[config.mk]
export PLATFORM = sky130hd
export DESIGN_NAME = dram_init_dev
export DESIGN_NICKNAME = d
export VERILOG_FILES = /design/src/dram_init_pkg.sv /design/src/dram_init_dev.sv
export SDC_FILE = /design/constraint.sdc
export NUM_CORES = 1
export LEC_CHECK = 0
export BUFFER_PORTS_ARGS = -buffer_cell sky130_fd_sc_hd__buf_4
export CAP_MARGIN = 10
export CELL_PAD_IN_SITES_DETAIL_PLACEMENT = 0
export CELL_PAD_IN_SITES_GLOBAL_PLACEMENT = 1
export CORE_ASPECT_RATIO = 1.4
export CORE_MARGIN = 4
export CORE_UTILIZATION = 45
export DETAILED_ROUTE_END_ITERATION = 16
export GPL_ROUTABILITY_DRIVEN = 1
export GPL_TIMING_DRIVEN = 0
export MAX_ROUTING_LAYER = met4
export PLACE_DENSITY = 0.8
export SLEW_MARGIN = 20
export SYNTH_ARGS = -nofsm -noshare
export SYNTH_HDL_FRONTEND = slang
export SYNTH_SLANG_ARGS = --single-unit
[constraint.sdc]
create_clock -name CLK -period 6.14 [get_ports CLK]
set_input_delay 0 -clock CLK [delete_from_list [all_inputs] [get_ports CLK]]
set_output_delay 0 -clock CLK [all_outputs]
set_load 0.05 [all_outputs]
[src/dram_init_pkg.sv]
// Purpose: constants for the DDR3 device-side reset, init and mode register block
// Assumes: one 200 MHz clock; command pins sampled on the rising edge
// Notes: the init wait cycle count is derived from its time at the clock rate; DLL lock and ZQ counts are given in cycles
package dram_init_pkg;
  localparam int CLK_MHZ = 200;
  localparam int INIT_WAIT_US = 500;
  localparam int INIT_WAIT_CYC = INIT_WAIT_US * CLK_MHZ;
  localparam int DLLK_CYC = 512;
  localparam int ZQINIT_CYC = 512;
  localparam int CNT_W = 17;
  localparam int LCNT_W = 10;
  localparam int ADDR_W = 15;
  localparam int BA_W = 3;
  localparam int NUM_MR = 4;
  localparam int DLL_RST_BIT = 8;
  localparam int ZQ_LONG_BIT = 10;
  localparam logic [ADDR_W-1:0] MR_RESET_VAL = 15'h0000;

  typedef enum logic [2:0] {
    ST_RESET = 3'h0,
    ST_INTINIT = 3'h1,
    ST_WAIT_CKE = 3'h3,
    ST_CONFIG = 3'h2,
    ST_READY = 3'h6
  } dev_state_t;
endpackage

[src/dram_init_dev.sv]
// Purpose: device-side power-up/reset sequencing and mode register storage
// Assumes: RST_N is the device reset pin, other pins synchronous to CLK
// Notes: no memory array here; besides the mode registers only the sequencing state, status flags and counters are stored
`timescale 1ns/1ps
`default_nettype none
module dram_init_dev #(
  parameter int INIT_CYCLES = dram_init_pkg::INIT_WAIT_CYC
) (
  input wire logic CLK,
  input wire logic RST_N,
  input wire logic CKE,
  input wire logic CS_N,
  input wire logic RAS_N,
  input wire logic CAS_N,
  input wire logic WE_N,
  input wire logic [dram_init_pkg::BA_W-1:0] BA,
  input wire logic [dram_init_pkg::ADDR_W-1:0] ADDR,
  input wire logic ODT,
  output logic TERM_ON,
  output logic INT_INIT_DONE,
  output logic CKE_EARLY,
  output logic [dram_init_pkg::NUM_MR-1:0] MR_VALID,
  output logic [dram_init_pkg::ADDR_W-1:0] MR0,
  output logic [dram_init_pkg::ADDR_W-1:0] MR1,
  output logic [dram_init_pkg::ADDR_W-1:0] MR2,
  output logic [dram_init_pkg::ADDR_W-1:0] MR3,
  output logic DLL_LOCKED,
  output logic ZQ_DONE,
  output logic INIT_DONE
);
  import dram_init_pkg::*;

  typedef struct packed {
    dev_state_t st;
    logic [CNT_W-1:0] cnt;
    logic [LCNT_W-1:0] dll_cnt;
    logic [LCNT_W-1:0] zq_cnt;
    logic dll_lock;
    logic zq_ok;
    logic int_done;
    logic cke_early;
    logic term;
    logic done;
    logic [NUM_MR-1:0] mr_ok;
    logic [NUM_MR-1:0][ADDR_W-1:0] mr;
  } dev_regs_t;

  localparam logic [CNT_W-1:0] INIT_LAST = CNT_W'(INIT_CYCLES - 1);
  localparam logic [LCNT_W-1:0] DLLK_LAST = LCNT_W'(DLLK_CYC - 1);
  localparam logic [LCNT_W-1:0] ZQ_LAST = LCNT_W'(ZQINIT_CYC - 1);

  logic rst_meta_q;
  logic rst_n_q;
  dev_regs_t r_q;
  dev_regs_t r_d;
  logic cmd_mrs;
  logic cmd_zqcl;

  always_ff @(posedge CLK or negedge RST_N) begin
    if (!RST_N) begin
      rst_meta_q <= 1'b0;
      rst_n_q <= 1'b0;
    end else begin
      rst_meta_q <= 1'b1;
      rst_n_q <= rst_meta_q;
    end
  end

  // command decode, only with CKE high
  assign cmd_mrs = CKE && !CS_N && !RAS_N && !CAS_N && !WE_N;
  assign cmd_zqcl = CKE && !CS_N && RAS_N && CAS_N && !WE_N && ADDR[ZQ_LONG_BIT];

  always_comb begin
    r_d = r_q;
    case (r_q.st)
      ST_RESET: begin
        r_d.cnt = '0;
        r_d.st = ST_INTINIT;
      end
      // internal init, no clock needed by controller
      ST_INTINIT: begin
        if (CKE) begin
          r_d.cke_early = 1'b1;
        end
        if (r_q.cnt == INIT_LAST) begin
          r_d.int_done = 1'b1;
          r_d.st = ST_WAIT_CKE;
        end else begin
          r_d.cnt = r_q.cnt + CNT_W'(1);
        end
      end
      ST_WAIT_CKE: begin
        if (CKE) begin
          r_d.st = ST_CONFIG;
        end
      end
      ST_CONFIG: begin
        if (r_q.dll_lock && r_q.zq_ok && (&r_q.mr_ok)) begin
          r_d.done = 1'b1;
          r_d.st = ST_READY;
        end
      end
      ST_READY: begin
        r_d.done = 1'b1;
      end
      default: begin
        r_d.st = ST_RESET;
      end
    endcase

    // termination stays off until CKE registered
    r_d.term = (r_q.st == ST_CONFIG || r_q.st == ST_READY) && ODT;

    // DLL lock count runs while not locked
    if (!r_q.dll_lock && r_q.dll_cnt != '0) begin
      r_d.dll_cnt = r_q.dll_cnt - LCNT_W'(1);
      if (r_q.dll_cnt == LCNT_W'(1)) begin
        r_d.dll_lock = 1'b1;
      end
    end
    if (!r_q.zq_ok && r_q.zq_cnt != '0) begin
      r_d.zq_cnt = r_q.zq_cnt - LCNT_W'(1);
      if (r_q.zq_cnt == LCNT_W'(1)) begin
        r_d.zq_ok = 1'b1;
      end
    end

    // DLL reset bit self-clears, starts lock wait
    if (r_q.mr[0][DLL_RST_BIT]) begin
      r_d.mr[0][DLL_RST_BIT] = 1'b0;
      r_d.dll_lock = 1'b0;
      r_d.dll_cnt = DLLK_LAST + LCNT_W'(1);
    end

    if (r_q.st == ST_CONFIG || r_q.st == ST_READY) begin
      // MRS touches only the selected mode register and its valid bit
      if (cmd_mrs && BA[2] == 1'b0) begin
        r_d.mr[BA[1:0]] = ADDR;
        r_d.mr_ok[BA[1:0]] = 1'b1;
      end
      if (cmd_zqcl) begin
        r_d.zq_ok = 1'b0;
        r_d.zq_cnt = ZQ_LAST + LCNT_W'(1);
      end
    end
  end

  always_ff @(posedge CLK or negedge rst_n_q) begin
    if (!rst_n_q) begin
      r_q.st <= ST_RESET;
      r_q.cnt <= '0;
      r_q.dll_cnt <= '0;
      r_q.zq_cnt <= '0;
      r_q.dll_lock <= 1'b0;
      r_q.zq_ok <= 1'b0;
      r_q.int_done <= 1'b0;
      r_q.cke_early <= 1'b0;
      r_q.term <= 1'b0;
      r_q.done <= 1'b0;
      r_q.mr_ok <= '0;
      r_q.mr <= {NUM_MR{MR_RESET_VAL}};
    end else begin
      r_q <= r_d;
    end
  end

  assign TERM_ON = r_q.term;
  assign INT_INIT_DONE = r_q.int_done;
  assign CKE_EARLY = r_q.cke_early;
  assign MR_VALID = r_q.mr_ok;
  assign MR0 = r_q.mr[0];
  assign MR1 = r_q.mr[1];
  assign MR2 = r_q.mr[2];
  assign MR3 = r_q.mr[3];
  assign DLL_LOCKED = r_q.dll_lock;
  assign ZQ_DONE = r_q.zq_ok;
  assign INIT_DONE = r_q.done;

  // helper: cycles since release, saturating
  logic [CNT_W-1:0] since_rel_q;
  always_ff @(posedge CLK or negedge rst_n_q) begin
    if (!rst_n_q) begin
      since_rel_q <= '0;
    end else if (since_rel_q != '1) begin
      since_rel_q <= since_rel_q + CNT_W'(1);
    end
  end

  AST_INIT_WAIT: assert property (
    @(posedge CLK) disable iff (!rst_n_q)
    $rose(r_q.int_done) |-> since_rel_q == CNT_W'(INIT_CYCLES + 1))
    else $error("internal init not exactly the init wait");

  AST_TERM_OFF: assert property (
    @(posedge CLK) disable iff (!rst_n_q)
    (r_q.st != ST_CONFIG && r_q.st != ST_READY) |=> !TERM_ON)
    else $error("termination on before CKE registered");

  AST_MRS_STORE: assert property (
    @(posedge CLK) disable iff (!rst_n_q)
    (cmd_mrs && BA == 3'h2 && (r_q.st == ST_CONFIG || r_q.st == ST_READY)) |=>
    MR2 == $past(ADDR) && MR_VALID[2])
    else $error("mode register 2 write lost");

  AST_MRS_ONLY_SEL: assert property (
    @(posedge CLK) disable iff (!rst_n_q)
    (cmd_mrs && BA[1:0] != 2'h3) |=> $stable(MR3))
    else $error("unselected mode register changed");

  // helper: cycles since the last dll reset request, saturating
  logic [LCNT_W-1:0] lock_age_q;
  always_ff @(posedge CLK or negedge rst_n_q) begin
    if (!rst_n_q) begin
      lock_age_q <= '0;
    end else if (r_q.mr[0][DLL_RST_BIT]) begin
      lock_age_q <= '0;
    end else if (lock_age_q != '1) begin
      lock_age_q <= lock_age_q + LCNT_W'(1);
    end
  end

  AST_DLL_SELF_CLR: assert property (
    @(posedge CLK) disable iff (!rst_n_q)
    MR0[DLL_RST_BIT] |=> !MR0[DLL_RST_BIT] && !DLL_LOCKED)
    else $error("dll reset bit not cleared");

  // lock without a request leaves the age saturated, so this fires too
  AST_DLL_LOCK_TIME: assert property (
    @(posedge CLK) disable iff (!rst_n_q)
    $rose(DLL_LOCKED) |-> lock_age_q == LCNT_W'(DLLK_CYC))
    else $error("dll lock time wrong");

  AST_RESET_CLEAN: assert property (
    @(posedge CLK)
    !rst_n_q |-> !INIT_DONE && !TERM_ON && MR_VALID == '0)
    else $error("outputs not cleared during reset");

  COV_READY: cover property (@(posedge CLK) disable iff (!rst_n_q) $rose(INIT_DONE));
  COV_ZQ: cover property (@(posedge CLK) disable iff (!rst_n_q) $rose(ZQ_DONE));
  COV_EARLY: cover property (@(posedge CLK) disable iff (!rst_n_q) $rose(CKE_EARLY));
endmodule // dram_init_dev
`default_nettype wire

==> impl_results.md, run 1 <==
* Synth Instances at 471
* Ys flop type: dfrtp_1
* CTS Buf Count at 9
* Die area at 0.0140 mm²
* Power consumption at 1.34 mW
* # Post-CTS Setup Buffers at 0
* CP startpoint kind: register
* CP most frequent cell: buf_4
* Lkg Pwr at 3.39 nW
* Multi-input logic area at 0.00206 mm²
* Hold Path Class: primary input to register
* Register area share after synthesis at 0.512
* Final period util at 0.380
* Cell row count at 47
* Fraction of registers with async set/reset at 1.00
* Min Hold Slack at 0.0421 ns
* Post-synth top area share at 0.512
* Post-synthesis register bit count at between 100 and 150
* Final ANT Viol Nets at 0
* H-tree lvl count at 3
* Via count at about 3.9k
* CP max FO at 10
* Critical R2R Launch: r_q[107]$_DFFE_PN0P_
* Final Hold Vio Count at 0
* Post-synth top area cell: dfrtp_1
* Synth Net Count at about 500
* Placed inst area at roughly 0.0064 mm²
* CTS clk-pin slew, worst paths at roughly 0.070 ns
* Final setup fails at 0
* Post-cts resize count at 0
* CTS max path bufs at 2
* Initial core utilization at 0.461
* Launch point of the critical path: r_q[107]$_DFFE_PN0P_
* Placer Congestion at 0.802
* Largest net degree at the start of global routing at 58
* CTS root buf: clkbuf_16
* Fmax at 429 MHz
* First-pass GRT wire length at 20.2 mm
* Via density at 5.18
* Required @ worst endpoint at around 6.4 ns
* CP endpoint kind: register
* Relative slew slack at 0.462
* Clock latency on the worst-skew pair at 0.34 ns
* Mean Syn Cell Area at approximately 12 µm²
* Core ar. at 0.0119 mm²
* Status: finished clean
* Peak supply drop at 136 µV
* Setup TNS at 0 ns
* Number of I/O pins at 96
* Ys Warns at 0
* Number of global-route vias before repair at 4126
* Final Cell Area at 0.00691 mm²
* Crit path max-delay cell type: nor3b_2
* Per-cell routed wire length at between 15 and 20 µm
* Drt initial violations at 147
* DR DRC count at 0
* Port Buffer Count at 95
* Pwr/cell area at 193 mW/mm²
* Synthesized area at 0.00548 mm²
* Max cap viols at 0
* CP Class: register to register
* Slowest stage delay, CP at 0.63 ns
* Number of antenna diodes at 0
* Die height at about 140 µm
* 1st-pass router iterations at 4
* Global route overflow at 0
* Flip-flop and latch area at 0.00281 mm²
* Data arrival, critical path at approximately 2.6 ns
* Routed wire length at 12.0 mm
* Hold Crit Start: RAS_N
* Nets at 632
* Fillers at 1054
* Top post-synthesis cells by area: dfrtp_1, mux2_2, buf_4, mux2_4, a21oi_1
* Ordered cell list for the critical path: buf_4 > nor2b_4 > nand4_4 > nor3b_2 > buf_4 > mux2_2
* All-layer global routing usage at 0.184
* Initial antenna violation count at 0
* Setup slack after layout at between 3 and 4 ns
* Worst Max-Slew Pin Slew at 0.800 ns
* Unrepaired setup endpoints after global routing: no
* Synth cell types at 56
* Worst clock skew at 0.00441 ns
* CTS tree: done
* Post-synth EDFFs at 0
* Layout area overhead at 26.3%
* Chip width at 101 µm
* DP Worst Slack at 3.79 ns
* Hpwl dp at 8.66 mm
* Share of layout cells above drive strength 1 at 0.438
* Post-route minimum period at 2.33 ns
* Max-slew violations at 0
* Clock sinks at roughly 110
per-stage QoR:
| step | cells | utilization |
|---|---|---|
| after CTS | 752 | 0.582 |
| after floorplan | 471 | - |
| after global routing | 752 | 0.582 |
| after detailed placement | 715 | 0.541 |
| final | 752 | 0.582 |
| after global placement | 713 | 0.536 |
registers in the layout (all words and copies together) (netlist names):
signal / flops
MR1: 15
TERM_ON: 1
MR3: 15
MR2: 15
rst_n_q: 1
ZQ_DONE: 1
MR0: 15
INT_INIT_DONE: 1
MR_VALID: 4
INIT_DONE: 1
CKE_EARLY: 1
r_q: 40
DLL_LOCKED: 1
rst_meta_q: 1
power by group:
group          internal (mW)  leakage, nW  switching [mW]  total, mW
registers              0.738         1.39         0.00231      0.740
clock network          0.279        0.132           0.270      0.549
logic                 0.0230         1.86          0.0232     0.0463
layout make-up:
class	count	share of cell area
Buffer	79	0.0816
Clock buffer	9	0.0326
Clock inverter	7	0.00796
Inverter	12	0.00651
Multi-Input combinational cell	268	0.298
Sequential cell	112	0.406
Tap cell	147	0.0266
Timing Repair Buffer	118	0.140
routing by layer:
layer  GRT usage  vias up  routed length (µm)
li1            -     1873                   -
met1       0.221     1928                4880
met2       0.303       84                6340
met3      0.0499       10                 626
met4      0.0483        0                 149
met5           -        -                   0
timing repair:
action                                  in CTS  in global routing
endpoints found under the setup margin       0                  0
hold buffers                                21                  0
hold endpoints to repair                    65                  0
synth_stat cells (2+ instances only):
cell type,instances
nor2b_1,2
o21ai_0,16
or2_2,7
o41ai_1,2
a21oi_1,22
buf_2,4
buf_6,2
nor3b_2,2
nor3_2,2
buf_4,66
or4_1,8
nand4_1,9
a31oi_1,6
nand2_1,16
xnor2_1,6
dfrtp_1,112
o211ai_1,7
mux2_2,50
nor2_1,18
or3_1,13
inv_1,12
mux2_4,9
ha_1,6
nand3_1,13
nor4_1,2
a21o_1,3
o31ai_1,2
a211oi_1,3
nor4_4,2
nor3_1,5
nand2b_1,8
clkbuf_1,7
and3_1,6
path summary, 6_finish.rpt:
kind | end | slack [ns] | cells past startpoint
worst max-delay path | MR1[6]$_DFFE_PN0P_ | 3.81 | 6
worst min-delay path | r_q[79]$_DFF_PN0_ | 0.04 | 4
worst max register to register | MR1[6]$_DFFE_PN0P_ | 3.81 | 6
worst min register to register | r_q[71]$_DFF_PN0_ | 0.19 | 0
max in group asynchronous | MR0[8]$_DFF_PN0_ | 5.39 | 1
min in group asynchronous | r_q[71]$_DFF_PN0_ | 0.19 | 0
logic make-up after synthesis:
kind of cell / synth area share
buf+inv: 0.111
flops: 0.512
other cells: 0.000685
fa+ha+maj: 0.0137
compound gates: 0.0800
simple gates: 0.144
mux: 0.128
xor+xnor: 0.0112
cells in the final DEF (no fill, tap or decap), drive strengths merged, types with 10 or more instances in the layout:
cell	instances
a21oi	22
mux2	59
or3	13
o21ai	16
dlygate4sd3	21
dfrtp	112
clkbuf	16
buf	169
nor2	19
nand2	16
nand4	10
nand3	13
inv	14
worst max-delay path, delay by kind of cell (launching register included):
kind / cells / cell delay, ns
AND/OR/NAND/NOR: 3 / 0.99
buffers and inverters: 2 / 0.50
flip-flops: 1 / 0.37
multiplexers: 1 / 0.36
Power figures use the tool's default switching activity.
==> run 2, diff against run 1 <==
--- a/config.mk
+++ b/config.mk
@@ -5,18 +5,19 @@
 export SDC_FILE = /design/constraint.sdc
 export NUM_CORES = 1
 export LEC_CHECK = 0
+export ABC_AREA = 1
 export BUFFER_PORTS_ARGS = -buffer_cell sky130_fd_sc_hd__buf_4
 export CAP_MARGIN = 10
 export CELL_PAD_IN_SITES_DETAIL_PLACEMENT = 0
 export CELL_PAD_IN_SITES_GLOBAL_PLACEMENT = 1
 export CORE_ASPECT_RATIO = 1.4
 export CORE_MARGIN = 4
-export CORE_UTILIZATION = 45
+export CORE_UTILIZATION = 42
 export DETAILED_ROUTE_END_ITERATION = 16
 export GPL_ROUTABILITY_DRIVEN = 1
 export GPL_TIMING_DRIVEN = 0
 export MAX_ROUTING_LAYER = met4
-export PLACE_DENSITY = 0.8
+export PLACE_DENSITY = 0.79
 export SLEW_MARGIN = 20
 export SYNTH_ARGS = -nofsm -noshare
 export SYNTH_HDL_FRONTEND = slang
==> constraint.sdc (replaced) <==
create_clock -name CLK -period 2.2 [get_ports CLK]
set_input_delay 0 -clock CLK [delete_from_list [all_inputs] [get_ports CLK]]
set_output_delay 0 -clock CLK [all_outputs]
set_load 0.05 [all_outputs]
==> run 2 against run 1 <==
Against the previous run:
- flip-flop and latch count is the same
- die area is 9.5% higher
- non-clock buffer count down 3
- sequential share of layout area decreased by 1.1 points
- count of clock-buffer cells in the layout up 2
- critical path depth increased by 2
- final area rose by 2.8%
==> impl_results.md, run 2 <==
* CP most frequent cell: nand2_1
* Fillers at 1262 (+20%)
* Met2 Use GR at 0.323 (+0.0200)
* Unrepaired setup endpoints after global routing: no
* Initial antenna violation count at 0 (unchanged)
* Placer Congestion at 0.884 (+10%)
* Relative slew slack at 0.501 (+0.0393)
* CTS clk-pin slew, worst paths at 0.07 ns (about the same)
* DP Worst Slack at 0.471 ns (-3.32 ns)
* Slowest stage delay, CP at 0.43 ns (-0.20 ns)
* Setup slack after layout at 0.449 ns (-3.36 ns)
* H-tree lvl count at 3 (unchanged)
* Synthesized area at 0.00563 mm² (+2.9%)
* Required @ worst endpoint at 2.43 ns (-3.94 ns)
* Per-cell routed wire length at 13.6 µm (-14%)
* Register area share after synthesis at 0.498 (-0.0142)
* Clock sinks at 112 (unchanged)
* CP Class: register to register
* Port Buffer Count at 95 (unchanged)
* Number of global-route vias before repair at 4667 (+13%)
* CTS root buf: clkbuf_16
* Final Hold Vio Count at 0 (unchanged)
* All-layer global routing usage at 0.190 (+0.00644)
* Crit path max-delay cell type: dfrtp_1
* Via count at 4673 (+20%)
* Pwr/cell area at 880 mW/mm² (+360%)
* CP max FO at 8 (-2)
* Final period util at 0.796 (+0.416)
* Number of flip-flops in the largest register at 40 (unchanged)
* Clock latency on the worst-skew pair at 0.35 ns (about the same)
* Status: finished clean
* Chip width at 106 µm (+4.6%)
* Final setup fails at 0 (unchanged)
* Power consumption at 6.25 mW (+370%)
* Fmax at 571 MHz (+33%)
* Die area at 0.0154 mm² (+9.5%)
* Most numerous cell in the Yosys netlist: nand2_1
* Global route overflow at 0 (unchanged)
* CP startpoint kind: register
* Post-synthesis register bit count at 112 (unchanged)
* Worst Path Buf+Inv at 0 (-2)
* Crit path max-delay family: simple AND/OR/NAND/NOR gates
* Die height at 145 µm (+4.7%)
* Fraction of registers with async set/reset at 1.00 (unchanged)
* Top post-synthesis cells by area: dfrtp_1, nand2_1, buf_4, o21ai_1, inv_1
* Routed wire length at 13.6 mm (+13%)
* Peak supply drop at 467 µV (+240%)
* Layout Utilization at 0.547 (-0.0352)
* Global route hottest layer: met2
* CTS Buf Count at 9 (unchanged)
* Mean Syn Cell Area at 8.19 µm² (-30%)
* Largest Register: r_q
* Hold Path Class: primary input to register
* Ys Warns at 0 (unchanged)
* CP endpoint kind: register
* DR DRC count at 0 (unchanged)
* Cell row count at 49 (+4.3%)
* Ys flop type: dfrtp_1
* Met3 usage at 0.0307 (-0.0192)
* Hpwl dp at 10.2 mm (+18%)
* Lkg Pwr at 3.64 nW (+7.4%)
* Synth Net Count at 720 (+43%)
* Drt initial violations at 125 (-15%)
* Number of I/O pins at 96 (unchanged)
* Ordered cell list for the critical path: ha_1 > nand3_1 > nor2_1 > nand3_1 > nand2_1 > nand2_1 > nand2_1 > o21ai_0
* First-pass GRT wire length at 23.0 mm (+14%)
* Post-route minimum period at 1.75 ns (-0.582 ns)
* Number of antenna diodes at 0 (unchanged)
* Top cells by count, synth: nand2_1, dfrtp_1, inv_1
* Share of layout cells above drive strength 1 at 0.243 (-0.195)
* 1st-pass router iterations at 4 (unchanged)
* Post-synth top area share at 0.498 (-0.0142)
* Initial core utilization at 0.433 (-0.0276)
* Final ANT Viol Nets at 0 (unchanged)
* Synth cell types at 24 (-57%)
* Max cap viols at 0 (unchanged)
* Post-cts resize count at 0 (unchanged)
* CTS tree: done
* # Post-CTS Setup Buffers at 0 (unchanged)
* Post-synth EDFFs at 0 (unchanged)
* Post-synth top area cell: dfrtp_1
* Most frequent cells in the layout: nand2_1, buf_4, dfrtp_1
* Data arrival, critical path at 1.98 ns (-0.58 ns)
* Worst Max-Slew Pin Slew at 0.749 ns (-0.0516 ns)
* Layout area overhead at 26.2% (about the same)
* Synth Instances at 688 (+46%)
* Global Route met1 Usage at 0.231 (+0.00940)
* Max-slew violations at 0 (unchanged)
* Largest net degree at the start of global routing at 57 (-1.7%)
* Core ar. at 0.0130 mm² (+9.4%)
* Via density at 4.69 (-9.4%)
* CTS max path bufs at 2 (unchanged)
* Worst clock skew at 0.00853 ns (+0.00412 ns)
* Nets at 845 (+34%)
* Commonest non-fill, non-tap cell in the layout: nand2_1
## run 2: worst paths after layout
path	slack [ns]	startpoint	to	cells after the start
min in group asynchronous	0.40	rst_n_q$_DFF_PN0_	MR1[0]$_DFFE_PN0P_	0
max in group asynchronous	1.07	rst_n_q$_DFF_PN0_	r_q[78]$_DFF_PN0_	1
min	0.006	ADDR[10]	MR3[10]$_DFFE_PN0P_	3
max	0.45	r_q[90]$_DFFE_PN0P_	r_q[93]$_DFFE_PN0P_	8
min reg2reg	0.36	rst_meta_q$_DFF_PN0_	rst_n_q$_DFF_PN0_	0
max reg2reg	0.45	r_q[90]$_DFFE_PN0P_	r_q[93]$_DFFE_PN0P_	8
## run 2: logic make-up after synthesis
kind of cell	after synthesis	synth area share
other cells	1	0.000666
compound gates	100	0.0929
flops	112	0.498
xor+xnor	16	0.0249
fa+ha+maj	6	0.0133
simple gates	304	0.225
buf+inv	149	0.146
## run 2: power breakdown
part           switching (mW)  total (mW)  internal [mW]
clock                   0.759        1.80           1.04
combinational            1.21        1.86          0.654
sequential              0.259        2.59           2.33
## run 2: metal layers
metal,up-vias,share of wire,routed length (µm)
li1,2372,-,-
met1,2184,0.43,5860
met2,100,0.50,6860
met3,17,0.045,614
met4,0,0.019,259
met5,-,0,0
## run 2: final cells by class
cell class | count | area, µm² | area share
multi-input combinational | 427 | 2010 | 0.283
sequential | 112 | 2810 | 0.395
buffer | 80 | 562 | 0.0790
inverter | 69 | 259 | 0.0364
clock inverter | 5 | 86.3 | 0.0121
tap | 178 | 223 | 0.0313
clock buffer | 11 | 243 | 0.0341
timing repair buffer | 114 | 921 | 0.130
## run 2: worst min-delay path, delay by kind of cell
kind	cells	cell delay, ns
buffers and inverters	2	0.19
AOI/OAI and AO/OA	1	0.13
## run 2: through the flow
| stage | area [µm²] | setup TNS (ns) | cells | hold WS, ns |
|---|---|---|---|---|
| after floorplan | 5630 | 0 | 688 | -0.296 |
| after global placement | 6570 | -41.71 | 961 | -0.217 |
| after detailed placement | 6600 | 0 | 962 | -0.217 |
| after CTS | 7110 | 0 | 996 | 0.00230 |
| after global routing | 7110 | 0 | 996 | 0.0315 |
| final | 7110 | 0 | 996 | 0.00574 |
## run 2: repair_timing
item,in CTS,in global routing
hold endpoints to repair,60,0
endpoints found under the setup margin,0,0
hold buffers,18,0
